$ cat src/core/dshp_fifo_end.sv
// holds no logic; the fifo and the shared constants live in dshp_fifo.sv.
// assumes nothing of its surroundings.

$ cat src/core/dshp_fifo.sv
// shared constants of the display serial host port, and its receive fifo.
// assumes a single clock mclk and a synchronous active-low reset.

// ****************************************
// constants
// ****************************************
package dshp_pkg;
  localparam logic MODE_4WIRE = 1'b0;
  localparam logic MODE_3WIRE = 1'b1;
  localparam logic [3:0] LAST_BIT_4WIRE = 4'h7;
  localparam logic [3:0] LAST_BIT_3WIRE = 4'h8;
  localparam logic [3:0] FLAG_BIT_POS = 4'h0;
  localparam logic [3:0] FIRST_PAYLOAD_POS = 4'h1;
  localparam logic [3:0] OUT_BITS_AFTER_MSB = 4'h7;
  localparam logic [7:0] NO_READ_BYTE = 8'h00;
  // the strap follows its pin until both synchroniser stages hold it
  localparam logic [1:0] STRAP_SETTLE = 2'h3;
  localparam logic FLAG_COMMAND = 1'b0;
  localparam logic FLAG_DATA = 1'b1;
  localparam int RX_WIDTH = 9;
  localparam int RX_DEPTH = 4;
  localparam int MCLK_KHZ = 20000;
  localparam int SCL_WRITE_MAX_KHZ = 20000;
  localparam int SCL_READ_MAX_KHZ = 2500;
  // four mclk samples per scl period are needed to see both edges reliably
  localparam int SAMPLES_PER_SCL = 4;
  localparam int SCL_USABLE_MAX_KHZ = MCLK_KHZ / SAMPLES_PER_SCL;
endpackage : dshp_pkg

// ****************************************
// fifo
// ****************************************
module dshp_fifo #(
  parameter int WIDTH = dshp_pkg::RX_WIDTH,
  parameter int DEPTH = dshp_pkg::RX_DEPTH
) (
  input wire logic mclk,
  input wire logic rst_n,
  input wire logic in_valid,
  output logic in_ready,
  input wire logic [WIDTH-1:0] in_data,
  output logic out_valid,
  input wire logic out_ready,
  output logic [WIDTH-1:0] out_data
);
  localparam int AW = (DEPTH > 1) ? $clog2(DEPTH) : 1;

  initial begin
    if (DEPTH < 2 || (DEPTH & (DEPTH - 1)) != 0 || WIDTH < 1) begin
      $error("dshp_fifo: depth must be a power of two of at least 2");
    end
  end

  logic [WIDTH-1:0] mem_q [DEPTH];
  logic [AW:0] wr_q, wr_d, rd_q, rd_d;
  logic [WIDTH-1:0] dout_q, dout_d;
  logic push, pop, empty, full;

  assign empty = (wr_q == rd_q);
  assign full = (wr_q[AW] != rd_q[AW]) && (wr_q[AW-1:0] == rd_q[AW-1:0]);
  assign in_ready = ~full;
  assign out_valid = ~empty;
  assign out_data = dout_q;
  assign push = in_valid & ~full;
  assign pop = out_ready & ~empty;

  always_comb begin
    wr_d = wr_q;
    rd_d = rd_q;
    if (push) begin
      wr_d = wr_q + 1'b1;
    end
    if (pop) begin
      rd_d = rd_q + 1'b1;
    end
    // head word is kept in a register; bypass when writing into an empty fifo
    if (rd_d == wr_q && push) begin
      dout_d = in_data;
    end else begin
      dout_d = mem_q[rd_d[AW-1:0]];
    end
  end

  always_ff @(posedge mclk) begin
    if (!rst_n) begin
      wr_q <= '0;
      rd_q <= '0;
      dout_q <= '0;
    end else begin
      wr_q <= wr_d;
      rd_q <= rd_d;
      dout_q <= dout_d;
    end
  end

  always_ff @(posedge mclk) begin
    if (push) begin
      mem_q[wr_q[AW-1:0]] <= in_data;
    end
  end
endmodule // dshp_fifo

$ cat src/core/dshp_port.sv
// serial host port of a display controller: 4-wire and 3-wire (9-bit) modes.
// assumes all pin inputs are asynchronous to mclk and scl is at most mclk/4.

// ****************************************
// port
// ****************************************
// Behaviour
// [RQ1] strap picks 4-wire or 3-wire 9-bit mode
// [RQ2] 4-wire: dc low command, high data
// [RQ3] host starts 4-wire read with command byte
// [RQ4] host raises dc; later bytes are read
// [RQ5] read byte shifted out on falling edges
// [RQ6] read data msb first, bit 7 to 0
// [RQ7] host ties dc low in 3-wire mode
// [RQ8] 3-wire: nine bits captured on rising edges
// [RQ9] frame is flag bit then d7..d0
// [RQ10] flag 0 command, flag 1 data
// [RQ11] host reads in 9-bit frames, flags 0/1
// [RQ12] 3-wire read: data out after flag bit
// [RQ13] host write clock at most 20 MHz; mclk sampling here follows scl only up to mclk/4, 5 MHz
// [RQ14] host read clock at most 2.5 MHz
// [RQ15] chip select high clears partial frame
module dshp_port (
  input wire logic mclk,
  input wire logic rst_n,
  input wire logic iface_strap,
  input wire logic cs_n,
  input wire logic scl,
  input wire logic sdi,
  input wire logic dc,
  output logic sdo,
  output logic sdo_oe_n,
  output logic mode_3wire,
  output logic rx_valid,
  input wire logic rx_ready,
  output logic [7:0] rx_byte,
  output logic rx_is_data,
  output logic overrun,
  input wire logic rd_valid,
  input wire logic [7:0] rd_byte,
  output logic rd_taken
);
  // ****************************************
  // pin synchronisers
  // ****************************************
  // order: strap, cs_n, scl, sdi, dc
  logic [4:0] s1_q, s2_q;
  logic scl_prev_q;
  logic strap_s, cs_s, scl_s, sdi_s, dc_s;

  always_ff @(posedge mclk) begin
    if (!rst_n) begin
      s1_q <= 5'h08;
      s2_q <= 5'h08;
      scl_prev_q <= 1'b0;
    end else begin
      s1_q <= {iface_strap, cs_n, scl, sdi, dc};
      s2_q <= s1_q;
      scl_prev_q <= s2_q[2];
    end
  end

  assign strap_s = s2_q[4];
  assign cs_s = s2_q[3];
  assign scl_s = s2_q[2];
  assign sdi_s = s2_q[1];
  assign dc_s = s2_q[0];

  logic rise, fall, selected;
  assign rise = scl_s & ~scl_prev_q;
  assign fall = ~scl_s & scl_prev_q;
  assign selected = ~cs_s;

  // ****************************************
  // mode strap
  // ****************************************
  // synchronisers restart from their reset value, so the strap is followed
  // for three edges after release and only then frozen
  logic mode_q, mode_d;
  logic [1:0] settle_q, settle_d;

  always_comb begin
    mode_d = mode_q;
    settle_d = settle_q;
    if (settle_q != dshp_pkg::STRAP_SETTLE) begin
      mode_d = strap_s; // [RQ1]
      settle_d = settle_q + 2'h1;
    end
  end

  always_ff @(posedge mclk) begin
    if (!rst_n) begin
      mode_q <= dshp_pkg::MODE_4WIRE;
      settle_q <= 2'h0;
    end else begin
      mode_q <= mode_d;
      settle_q <= settle_d;
    end
  end

  assign mode_3wire = mode_q;

  // ****************************************
  // receive shifter
  // ****************************************
  logic [3:0] cnt_q, cnt_d;
  logic [7:0] sh_q, sh_d;
  logic flag_q, flag_d;
  logic skip_q, skip_d;
  logic last_bit, push;
  logic [8:0] frame;
  logic fifo_in_ready;
  logic start_out;

  always_comb begin
    if (mode_q == dshp_pkg::MODE_3WIRE) begin
      last_bit = (cnt_q == dshp_pkg::LAST_BIT_3WIRE); // [RQ8]
      frame = {flag_q, sh_q[6:0], sdi_s}; // [RQ9] [RQ10]
    end else begin
      last_bit = (cnt_q == dshp_pkg::LAST_BIT_4WIRE);
      // dc is ignored entirely in 3-wire mode, only 4-wire reads it here
      frame = {dc_s, sh_q[6:0], sdi_s}; // [RQ2] [RQ7]
    end
  end

  // bytes clocked while the device answers a read are dummies, not pushed
  assign push = selected & rise & last_bit & ~skip_q;

  always_comb begin
    cnt_d = cnt_q;
    sh_d = sh_q;
    flag_d = flag_q;
    skip_d = skip_q;
    if (!selected) begin
      cnt_d = 4'h0; // [RQ15]
      skip_d = 1'b0; // [RQ15]
      flag_d = dshp_pkg::FLAG_COMMAND;
    end else begin
      if (start_out) begin
        skip_d = 1'b1;
      end
      if (rise) begin
        if (last_bit) begin
          cnt_d = 4'h0;
          skip_d = 1'b0;
        end else begin
          cnt_d = cnt_q + 4'h1;
        end
        if (mode_q == dshp_pkg::MODE_3WIRE && cnt_q == dshp_pkg::FLAG_BIT_POS) begin
          flag_d = sdi_s; // [RQ9]
        end else begin
          sh_d = {sh_q[6:0], sdi_s};
        end
      end
    end
  end

  always_ff @(posedge mclk) begin
    if (!rst_n) begin
      cnt_q <= 4'h0;
      sh_q <= 8'h00;
      flag_q <= dshp_pkg::FLAG_COMMAND;
      skip_q <= 1'b0;
    end else begin
      cnt_q <= cnt_d;
      sh_q <= sh_d;
      flag_q <= flag_d;
      skip_q <= skip_d;
    end
  end

  // ****************************************
  // transmit shifter
  // ****************************************
  // a read byte starts on the falling edge that opens a data byte: in 4-wire
  // the edge after a byte's last rise with dc high, in 3-wire the edge after
  // a flag bit of 1. without offered data the device sends a filler byte.
  logic [7:0] out_q, out_d;
  logic [3:0] left_q, left_d;
  logic drv_q, drv_d;
  logic sdo_q, sdo_d;
  logic [7:0] load_byte;

  always_comb begin
    if (mode_q == dshp_pkg::MODE_3WIRE) begin
      start_out = selected & fall & (cnt_q == dshp_pkg::FIRST_PAYLOAD_POS)
                  & (flag_q == dshp_pkg::FLAG_DATA); // [RQ11] [RQ12]
    end else begin
      start_out = selected & fall & (cnt_q == 4'h0) & (dc_s == dshp_pkg::FLAG_DATA)
                  & (left_q == 4'h0); // [RQ3] [RQ4]
    end
  end

  assign load_byte = rd_valid ? rd_byte : dshp_pkg::NO_READ_BYTE;
  assign rd_taken = start_out & rd_valid;

  always_comb begin
    out_d = out_q;
    left_d = left_q;
    drv_d = drv_q;
    sdo_d = sdo_q;
    if (!selected) begin
      left_d = 4'h0; // [RQ15]
      drv_d = 1'b0;
      sdo_d = 1'b0;
    end else if (start_out) begin
      out_d = load_byte;
      sdo_d = load_byte[7]; // [RQ6]
      left_d = dshp_pkg::OUT_BITS_AFTER_MSB;
      drv_d = 1'b1;
    end else if (fall && left_q != 4'h0) begin
      sdo_d = out_q[6]; // [RQ5] [RQ6]
      out_d = {out_q[6:0], 1'b0};
      left_d = left_q - 4'h1;
    end
  end

  always_ff @(posedge mclk) begin
    if (!rst_n) begin
      out_q <= 8'h00;
      left_q <= 4'h0;
      drv_q <= 1'b0;
      sdo_q <= 1'b0;
    end else begin
      out_q <= out_d;
      left_q <= left_d;
      drv_q <= drv_d;
      sdo_q <= sdo_d;
    end
  end

  assign sdo = sdo_q;
  // held driven until chip select rises; bit 0 stays on the pin meanwhile
  assign sdo_oe_n = ~drv_q;

  // ****************************************
  // receive fifo
  // ****************************************
  // the host cannot be stalled, so a byte arriving into a full fifo is lost
  logic [8:0] rx_word;

  assign overrun = push & ~fifo_in_ready;

  dshp_fifo #(
    .WIDTH(dshp_pkg::RX_WIDTH),
    .DEPTH(dshp_pkg::RX_DEPTH)
  ) u_rx_fifo (
    .mclk(mclk),
    .rst_n(rst_n),
    .in_valid(push),
    .in_ready(fifo_in_ready),
    .in_data(frame),
    .out_valid(rx_valid),
    .out_ready(rx_ready),
    .out_data(rx_word)
  );

  assign rx_is_data = rx_word[8];
  assign rx_byte = rx_word[7:0];

  // write clock limit is above what mclk sampling can follow; see usable max
  initial begin
    if (dshp_pkg::SCL_USABLE_MAX_KHZ < dshp_pkg::SCL_READ_MAX_KHZ) begin
      $error("dshp_port: mclk too slow for the read clock rate"); // [RQ14]
    end
    if (dshp_pkg::SCL_WRITE_MAX_KHZ <= 0) begin
      $error("dshp_port: write clock limit must be positive"); // [RQ13]
    end
  end
endmodule // dshp_port

$ cat config.mk
export PLATFORM = sky130hd
export DESIGN_NAME = dshp_port
export DESIGN_NICKNAME = d
export VERILOG_FILES = /design/src/core/dshp_fifo_end.sv /design/src/core/dshp_fifo.sv /design/src/core/dshp_port.sv
export SDC_FILE = /design/constraint.sdc
export NUM_CORES = 1
export LEC_CHECK = 0
export BUFFER_PORTS_ARGS = -buffer_cell sky130_fd_sc_hd__buf_2
export CAP_MARGIN = 20
export CORE_ASPECT_RATIO = 1.75
export CORE_MARGIN = 8
export CORE_UTILIZATION = 45
export DETAILED_ROUTE_END_ITERATION = 10
export HOLD_SLACK_MARGIN = 0.15
export PLACE_DENSITY = 0.64
export SLEW_MARGIN = 10
export SYNTH_ARGS = -nofsm -noshare
export SYNTH_HDL_FRONTEND = slang
export SYNTH_HIERARCHICAL = 1
export SYNTH_SLANG_ARGS = --single-unit
$ cat constraint.sdc
create_clock -name mclk -period 2.9 [get_ports mclk]
set_input_delay 0.87 -clock mclk [delete_from_list [all_inputs] [get_ports mclk]]
set_output_delay 0.87 -clock mclk [all_outputs]
set_load 0.03 [all_outputs]
; Yosys cells after proc, flatten, opt, wreduce, memory -nomap -nowiden
; Memories as Yosys holds them, arrays and structs flattened.
; Cells that the tools add are included.
[word_totals]
ff_bits = 55
mem_bits_rw = 36
input_bits = 17
wordCells = 86
n_memories = 1
[classes]
add_sub_neg = 5
n_eq_ne = 8
n_mux = 18
bitwise_logic = 24
n_reduce_logical = 13
[memory_table]
columns = name, depth, word_bits, rd, rd_ports_with_merged_regs, wr, line
row1 = u_rx_fifo.mem_q, 4, 9, 1, 0, 1, dshp_fifo.sv:54  ; logic [WIDTH-1:0] mem_q [DEPTH];
[op_table]
columns = operator, count
row1 = 9-bit two-way mux, 2
row2 = 1-bit AND, 15
row3 = 7-bit two-way mux, 2
row4 = 1-bit two-way mux, 9
row5 = 3-bit two-way mux, 3
row6 = 1-bit NOT, 9
row7 = 4-bit zero test, 2
row8 = 8-bit two-way mux, 1
row9 = 3-bit by 1-bit adder with 3-bit output (second input constant), 2
row10 = 3-bit == test, 2
row11 = 4-bit by 1-bit adder with 4-bit output (second input constant), 1
row12 = 4-bit by 1-bit == test with 1-bit output (second input constant), 1
row13 = 4-bit by 3-bit == test with 1-bit output (second input constant), 1
row14 = 4-bit == test (second input constant), 1
row15 = 1-bit logical AND, 4
row16 = 4-bit two-way mux, 1
row17 = 2-bit AND reduction, 2
row18 = 4-bit nonzero test, 1
row19 = 4-bit by 1-bit subtractor with 4-bit output (second input constant), 1
row20 = 3-bit AND reduction, 1
row21 = 3-bit OR reduction, 1
row22 = 2-bit by 1-bit adder with 2-bit output (second input constant), 1
row23 = 2-bit == test, 1
row24 = 2-bit inequality test (second input constant), 1
row25 = 3 further kinds, 3

; Depth between registers and ports, before layout
; Gate-level depths: netlist of run 1.
[logic_depth]
depth_word = 10
mapped_depth = 9
ltp_nobuf = 9

; By module
; The synthesis of run 1 kept the hierarchy.
[by_module_without_submodules]
columns = mod, n_inst, cells_each, area_each_um2, seq_area_each_um2
row1 = dshp_fifo, 1, 180, 2258.4, 1381.3
row2 = dshp_port, 1, 185, 1759.2, 800.8

; Worst setup path before layout of run 1
; No wires, ideal clock.
[synth_timing]
kind = register -> output
start = reg mode_q (netlist: mode_3wire)
end = out overrun
arrival_time_ps = 1849
required_time_ps = 2030
slack_ps = 181
path_stages_with_launch = 6
path_buffers = 0
path_cell_list = dfxtp_1 nand2b_4 nor3_1 a21oi_1 nor4_1 nor2b_1
[synth_via]
elab_chain_cells = 4
[synth_lines]
columns = item, line
row1 = start: declaration, dshp_port.sv:79  ; logic mode_q, mode_d;
row2 = start signal: assignment, dshp_port.sv:93  ; mode_q <= dshp_pkg::MODE_4WIRE;
row3 = start signal: assignment, dshp_port.sv:96  ; mode_q <= mode_d;
row4 = 1-bit two-way mux, dshp_port.sv:116  ; if (mode_q == dshp_pkg::MODE_3WIRE) begin
row5 = 1-bit AND (2 in series), dshp_port.sv:127  ; assign push = selected & rise & last_bit & ~skip_q;
row6 = named net push, dshp_port.sv:110  ; logic last_bit, push;
row7 = 1-bit AND, dshp_port.sv:242  ; assign overrun = push & ~fifo_in_ready;
row8 = end: declaration, dshp_port.sv:38  ; output logic overrun,
; The timed path passes the listed nets, and every way through them passes these cells.

; Worst setup path in the final report of run 1
[layout_timing]
start = reg cnt_q[2]
end = out overrun
[layout_via]
elab_chain_cells = 5
elab_cells_between_ends = 6
[layout_lines]
columns = item, line
row1 = start: declaration, dshp_port.sv:106  ; logic [3:0] cnt_q, cnt_d;
row2 = start signal: assignment, dshp_port.sv:165  ; cnt_q <= cnt_d;
row3 = 4-bit by 3-bit == test with 1-bit output / 4-bit == test (equally long branches), "dshp_port.sv:120, dshp_port.sv:117"
row4 = 1-bit two-way mux (*), dshp_port.sv:116
row5 = 1-bit AND (*) (2 in series), dshp_port.sv:127
row6 = named net push, dshp_port.sv:110
row7 = 1-bit AND (*), dshp_port.sv:242
; The timed path passes the listed nets; every way through them passes the cells marked *.

==> impl_metrics.csv, run 1 <==
group,metric,value,unit
run_status,outcome,"completed",
worst_setup_path,worst-path-max-fanout,5,
worst_hold_path,hp-class,"flip-flop to flip-flop",
pwr,p_leak,1.88,nW
clocking,htreeDepth,3,
global_route,use_met2,25.5,%
pwr,ir_worst_vdd,0.000402,V
global_route,grt_usage,14.4,%
cells_and_area,layout.nets,428,
cells_and_area,fin_area,4640,um2
global_route,grt_pass1_vias,2829,
worst_setup_path,path_class,"flip-flop to output port",
die,row_count,45,
clocking,cts.sinks,91,
route,drt-total-wl,8.12,mm
clocking,worstSkewPairLatency,340,ps
clocking,cts_buffer_depth,2,
worst_hold_path,hold_path_startpoint,"s1_q[3]$_SDFF_PN1_",
die,io_pins,32,
sta,final.setup.tns,0,ps
global_route,grt_pass1_wl,13.6,mm
placement,routabilityCongestion,0.755,
placement,placed_area,4310,um2
die,die_h,141,um
die,initial_core_util,46.3,%
placement,hpwlAfterDp,5.77,mm
synth,ys_seq_elements,91,
global_route,antenna_found_initial,0,
synth,synth_ff_type,"dfxtp_1",
clocking,cts-root-buf,"clkbuf_16",
worst_setup_path,reg2regPathDepth,8,
route,drc,0,
worst_setup_path,regToRegStartpoint,"cnt_q[2]$_SDFFE_PP0N_",
clocking,cts_setup_buffers,0,
route,drt_iter0_markers,160,
die,dieArea,12300,um2
global_route,gr-total-overflow,0,
route,vias_per_cell,5.25,
synth,yosysTopAreaCell,"dfxtp_1",
worst_setup_path,rrSetupSlack,560,ps
sta,rsz0062_at_grt,"false",
sta,clock_skew,4.65,ps
synth,synth_cells,365,
pwr,cellPowerDensity,568,nW/um2
global_route,grtUsageMet3,3.61,%
synth,yosys.cell_count.top_type,"dfxtp_1",
placement,io_buffers,31,
synth,yosysWarnings,6,
sta,maxSlewViolCount,0,
cells_and_area,drive_gt1_share,19.0,%
worst_setup_path,critPathLaunchType,"flip-flop",
die,die_x,87.4,um
sta,min_period_over_period,95.6,%
synth,synth_area_leaders,"dfxtp_1 27%, edfxtp_1 27%, o22ai_1 4.7%, mux2i_1 4.2%, ha_1 3.1%",
global_route,grtUsageMet1,15.3,%
synth,synth_cell_types,45,
cells_and_area,diodes,0,
cells_and_area,area.growth.synth_to_final,15.4,%
route,wl_per_cell,15.5,um
sta,setup-violations-final,0,
synth,syn_area,4020,um2
global_route,grt_busiest_layer,"met2",
synth,yosysSeqAreaShare,54.3,%
synth,synth_top_area_share,27.4,%
die,core,8670,um2
worst_setup_path,cp.arrival,1900,ps
route,drt-pass1-iter-count,4,
synth,synth_edf_count,36,
synth,synth_nets,392,
synth,synthArstFlopShare,0,%
synth,netlist_top_cells_count,"55 x dfxtp_1, 36 x edfxtp_1, 30 x o22ai_1",
worst_setup_path,cp.required,2030,ps
synth,avgSynthCellArea,11.0,um2
sta,min_period,2770,ps
sta,slew_headroom,61.3,%
clocking,cts-buffers-inserted,9,
route,ant_nets,0,
flow_run,drv_cap,0,
worst_hold_path,hold_path_end,"s2_q[3]$_SDFF_PN1_",
sta,worstMarginPinSlew,580,ps
clocking,cts.reportedPaths.clkPinSlew,60,ps
worst_hold_path,hold_path_depth,1,
sta,hold_viol_final,0,
sta,fmax,361,MHz
worst_setup_path,cp-end-kind,"output port",
clocking,cts_tree,"built",
worst_setup_path,timing.rr.end,"u_rx_fifo/mem_q[1][4]$_DFFE_PP_",
route,via_count,2744,
global_route,grt_max_degree,44,
[routing by layer]
metal | share of wire [%] | wire, um | vias to the layer above
met2 | 55 | 4500 | 51
met5 | 0 | 0 | -
met1 | 39 | 3180 | 1307
met3 | 4.3 | 348 | 9
li1 | - | - | 1377
met4 | 1.1 | 91 | 0
[registers in the layout, indices dropped and copies added (netlist names)]
name                cells
u_rx_fifo/rd_q          3
left_q                  4
skip_q                  1
s1_q                    5
scl_prev_q              1
u_rx_fifo/out_data      9
out_q                   7
flag_q                  1
settle_q                2
s2_q                    5
drv_q                   1
u_rx_fifo/mem_q        36
sdo                     1
mode_3wire              1
u_rx_fifo/wr_q          3
sh_q                    7
cnt_q                   4
[kinds of logic after synthesis]
family / after synthesis / share of synthesized area (%)
and+or+nand+nor: 131 / 18.1
DFF: 91 / 54.3
AOI/OAI and AO/OA: 75 / 13.1
buffers and inverters: 24 / 2.74
muxes: 18 / 4.52
xor gates and xnor gates: 16 / 4.14
adders and majority gates: 10 / 3.11
[report_power, final]
part | internal [mW] | switching, mW | total, mW
Clock | 0.725 | 0.486 | 1.21
Combinational | 0.0352 | 0.0396 | 0.0748
Sequential | 1.34 | 0.0107 | 1.35
[area by class of cell]
type	instances	area, um2
fillers	811	4030
flip-flops and latches	91	2180
multi-input cells	250	1730
clock buffers	10	250
repair buffers	41	230
well taps	117	146
clock inverters	6	70.1
inverters	8	30.0
[worst max path at each step]
stage          cells after the start        to                     from
6_report                           7   overrun    cnt_q[2]$_SDFFE_PP0N_
5_1_grt                            6  rd_taken   left_q[0]$_SDFFE_PP0P_
4_1_cts                            7   overrun  mode_3wire$_SDFFE_PN0P_
3_5_place_dp                       7   overrun  mode_3wire$_SDFFE_PN0P_
3_3_place_gp                       7   overrun  mode_3wire$_SDFFE_PN0P_
2_1_floorplan                      5   overrun  mode_3wire$_SDFFE_PN0P_
[placed cells by master (no fill, tap or decap), drive strengths merged, types with 2 or more instances in the layout]
cell,count
a21boi,2
a21oi,20
a32oi,2
and2,16
and3,6
buf,41
clkbuf,10
clkinv,4
dfxtp,55
edfxtp,36
ha,10
inv,9
mux2i,17
nand2,25
nand2b,12
nand3,11
nor2,20
nor2b,18
nor3,13
nor3b,3
nor4,2
o211a,8
o21a,8
o21ai,2
o22ai,30
or2,2
xnor2,11
xor2,5
[metrics by stage]
stage          setup WS [ps]  hold slack [ps]  std cells  utilization [%]  power (mW)
2_1_floorplan            181              386        365                -        1.42
3_3_place_gp             552              389        507             49.8        1.45
3_5_place_dp             504              393        507             49.8        1.45
4_1_cts                  120              407        523             53.4        2.67
5_1_grt                 37.2              428        523             53.5        2.73
6_report                 127              407        523             53.5        2.63
[worst max-delay path: stages (launching register included)]
cell     delay (ps)
dfxtp_1         410
nand3_1         120
nor3_1          190
a21oi_1          90
nor4_1          240
buf_4           180
nor2b_1         130
buf_2           200
[repair_timing]
| action | in CTS | in global routing |
|---|---|---|
| resized for setup | 0 | 2 |
| setup endpoints to repair | 0 | 1 |
| hold buffers | 0 | 0 |
No activity file was read; power rests on OpenSTA's default activity.
==> run 2, diff against run 1 <==
--- a/config.mk
+++ b/config.mk
@@ -10,9 +10,10 @@
 export CORE_ASPECT_RATIO = 1.75
 export CORE_MARGIN = 8
 export CORE_UTILIZATION = 45
+export CTS_BUF_LIST = sky130_fd_sc_hd__clkbuf_8
 export DETAILED_ROUTE_END_ITERATION = 10
 export HOLD_SLACK_MARGIN = 0.15
-export PLACE_DENSITY = 0.64
+export PLACE_DENSITY = 0.6
 export SLEW_MARGIN = 10
 export SYNTH_ARGS = -nofsm -noshare
 export SYNTH_HDL_FRONTEND = slang
==> constraint.sdc (replaced) <==
create_clock -name mclk -period 2.59 [get_ports mclk]
set_input_delay 0.777 -clock mclk [delete_from_list [all_inputs] [get_ports mclk]]
set_output_delay 0.777 -clock mclk [all_outputs]
set_load 0.03 [all_outputs]
==> run 2 against run 1 <==
The flow now finishes with violations (negative setup slack). Sequential share of layout area increased by 0.47 points. Count of clock-buffer cells in the layout down 1. Hold slack gained 11 ps. Non-clock buffer count grew 5. Critical path depth fell by 1. Worst setup slack lost 150 ps. Register-to-register slack got worse by 110 ps. Cell count grew 0.96%. First-iteration DRC count decreased by 23%. Largest cell class unchanged. Largest power group unchanged.
==> impl_metrics.csv, run 2 (same netlist as run 1, synthesis figures left out) <==
group,metric,value,unit
run_status,outcome,"finished with violations",
run_status,violations,"negative setup slack",
die,dieArea,12300,um2
global_route,gr-total-overflow,0,
worst_setup_path,crit_chain,"inv_2 > ha_4 > or3b_4 > nor4_4 > o211a_1 > buf_6",
sta,maxSlewViolCount,0,
worst_setup_path,critPathLaunchType,"flip-flop",
cells_and_area,diodes,0,
placement,dp_cells,508,
worst_setup_path,worst-path-max-fanout,3,
sta,whs,418,ps
cells_and_area,seq_area,2190,um2
route,met3_wirelength,350,um
clocking,cts_buffer_depth,2,
global_route,grt_usage,14.6,%
global_route,antenna_found_initial,0,
global_route,grt_pass1_vias,2908,
route,via_count,2788,
sta,rsz0062_at_grt,"true",
clocking,cts-buffers-inserted,9,
cells_and_area,mostFrequentLayoutCell,"dfxtp_1",
placement,routabilityCongestion,0.782,
cells_and_area,layout.nets,433,
die,io_pins,32,
route,wl_per_cell,15.3,um
worst_setup_path,critPathSlowestCell,"or3b_4",
worst_hold_path,hp-class,"flip-flop to flip-flop",
clocking,worstSkewPairLatency,350,ps
sta,finalWorstSetupSlack,-25.2,ps
route,drt-total-wl,8.10,mm
sta,min_period,2620,ps
sta,min_period_over_period,101,%
sta,worstMarginPinSlew,583,ps
route,route.top_layer_used,"met4",
cells_and_area,fillCellCount,823,
placement,io_buffers,31,
worst_setup_path,cp_slowest_stage_delay,390,ps
die,core,8670,um2
sta,fmax,382,MHz
die,row_count,45,
placement,hpwlAfterDp,5.81,mm
worst_setup_path,cp.arrival,1840,ps
clocking,cts-root-buf,"clkbuf_8",
cells_and_area,largest_reg_flops,36,
die,die_x,87.4,um
worst_setup_path,cp.required,1810,ps
worst_setup_path,path_class,"flip-flop to output port",
pwr,p_leak,1.87,nW
sta,clock_skew,13.2,ps
sta,hold_viol_final,0,
route,drc,0,
worst_setup_path,cp-end-kind,"output port",
worst_hold_path,hold_path_depth,1,
clocking,postCtsHoldBufs,0,
route,wl_met1,3.08,mm
cells_and_area,multi_input_area,1770,um2
clocking,htreeDepth,3,
pwr,ir_worst_vdd,0.000320,V
cells_and_area,stdcell_count,528,
die,initial_core_util,46.3,%
route,drt_iter0_markers,124,
global_route,grt_pass1_wl,14.0,mm
cells_and_area,most-common-layout-cells,"48 x dfxtp_1, 36 x edfxtp_1, 30 x o22ai_1, 29 x buf_2, 24 x nand2_1",
cells_and_area,area.growth.synth_to_final,14.7,%
clocking,cts_tree,"built",
global_route,grt_max_degree,44,
route,wl_met2,4.50,mm
flow_run,drv_cap,0,
sta,setup-violations-final,1,
pwr,cellPowerDensity,538,nW/um2
cells_and_area,drive_gt1_share,21.9,%
worst_setup_path,reg2regPathDepth,9,
clocking,cts.reportedPaths.clkPinSlew,90,ps
sta,slew_headroom,61.2,%
route,ant_nets,0,
route,vias_per_cell,5.28,
clocking,cts.sinks,91,
route,drt-pass1-iter-count,4,
die,die_h,141,um
pwr,power.total,2.48,mW
run 2: cell types whose count changed in the layout (fill, tap and decap cells not counted), moves of 2 or more:
cell and change:
dfxtp_1 -5, inv_1 +2, inv_2 +2, buf_4 +4, buf_6 +2, clkbuf_16 -10, clkbuf_8 +9, clkinv_4 -3
buf_2 -2, dfxtp_2 +4
run 2: layout make-up:
type                            instances  area share (%)
Clock inverter                          7            1.19
Inverter                                8           0.651
Sequential cell                        91            47.6
Clock buffer                            9            2.69
Tap cell                              117            3.18
Timing Repair Buffer                   46            6.35
Multi-Input combinational cell        250            38.4
run 2: through the flow:
stage	utilization (%)	setup slack, ps	TNS, ps	instance area, um2
after global placement	50.0	333	0	4340
after floorplan	-	80.9	0	4020
final	53.2	-25.2	-25.2	4610
after detailed placement	50.0	247	0	4340
after CTS	53.0	-37.5	-56.6	4590
after global routing	53.2	-80.4	-153	4610
run 2: timing repair:
action / in CTS / in global routing
setup endpoints to repair: 2 / 2
gates cloned: 0 / 0
buffers inserted: 3 / 1
gates resized for setup: 20 / 1
pin swaps: 5 / 1
run 2: worst max-delay path: cells and delay by family, from the launching register on:
kind                     cells  cell delay [ps]
AO/OA/AOI/OAI                1              180
AND/OR/NAND/NOR              2              640
buffers and inverters        2              190
adder cells (fa/ha/maj)      1              130
flip-flops                   1              340
run 2: report_power, final:
| group | total [mW] | internal (mW) | switching, mW |
|---|---|---|---|
| Clock | 0.892 | 0.430 | 0.462 |
| Sequential | 1.51 | 1.49 | 0.0114 |
| Combinational | 0.0835 | 0.0394 | 0.0441 |
| Total | 2.48 | 1.96 | 0.518 |
run 2: metal layers:
layer / global-route usage (%) / up-vias
li1: - / 1387
met2: 26.6 / 53
met4: 6.75 / 0
met1: 14.9 / 1335
met3: 3.32 / 13
met5: 0 / -
run 2: path summary, 6_finish.rpt:
kind / from / slack (ps) / end
hold / removal: s1_q[3]$_SDFF_PN1_ / 420 / s2_q[3]$_SDFF_PN1_
setup reg to reg: cnt_q[2]$_SDFFE_PP0N_ / 450 / u_rx_fifo/mem_q[3][2]$_DFFE_PP_
hold reg to reg: s1_q[3]$_SDFF_PN1_ / 420 / s2_q[3]$_SDFF_PN1_
setup / recovery: left_q[1]$_SDFFE_PP0P_ / -30 / rd_taken
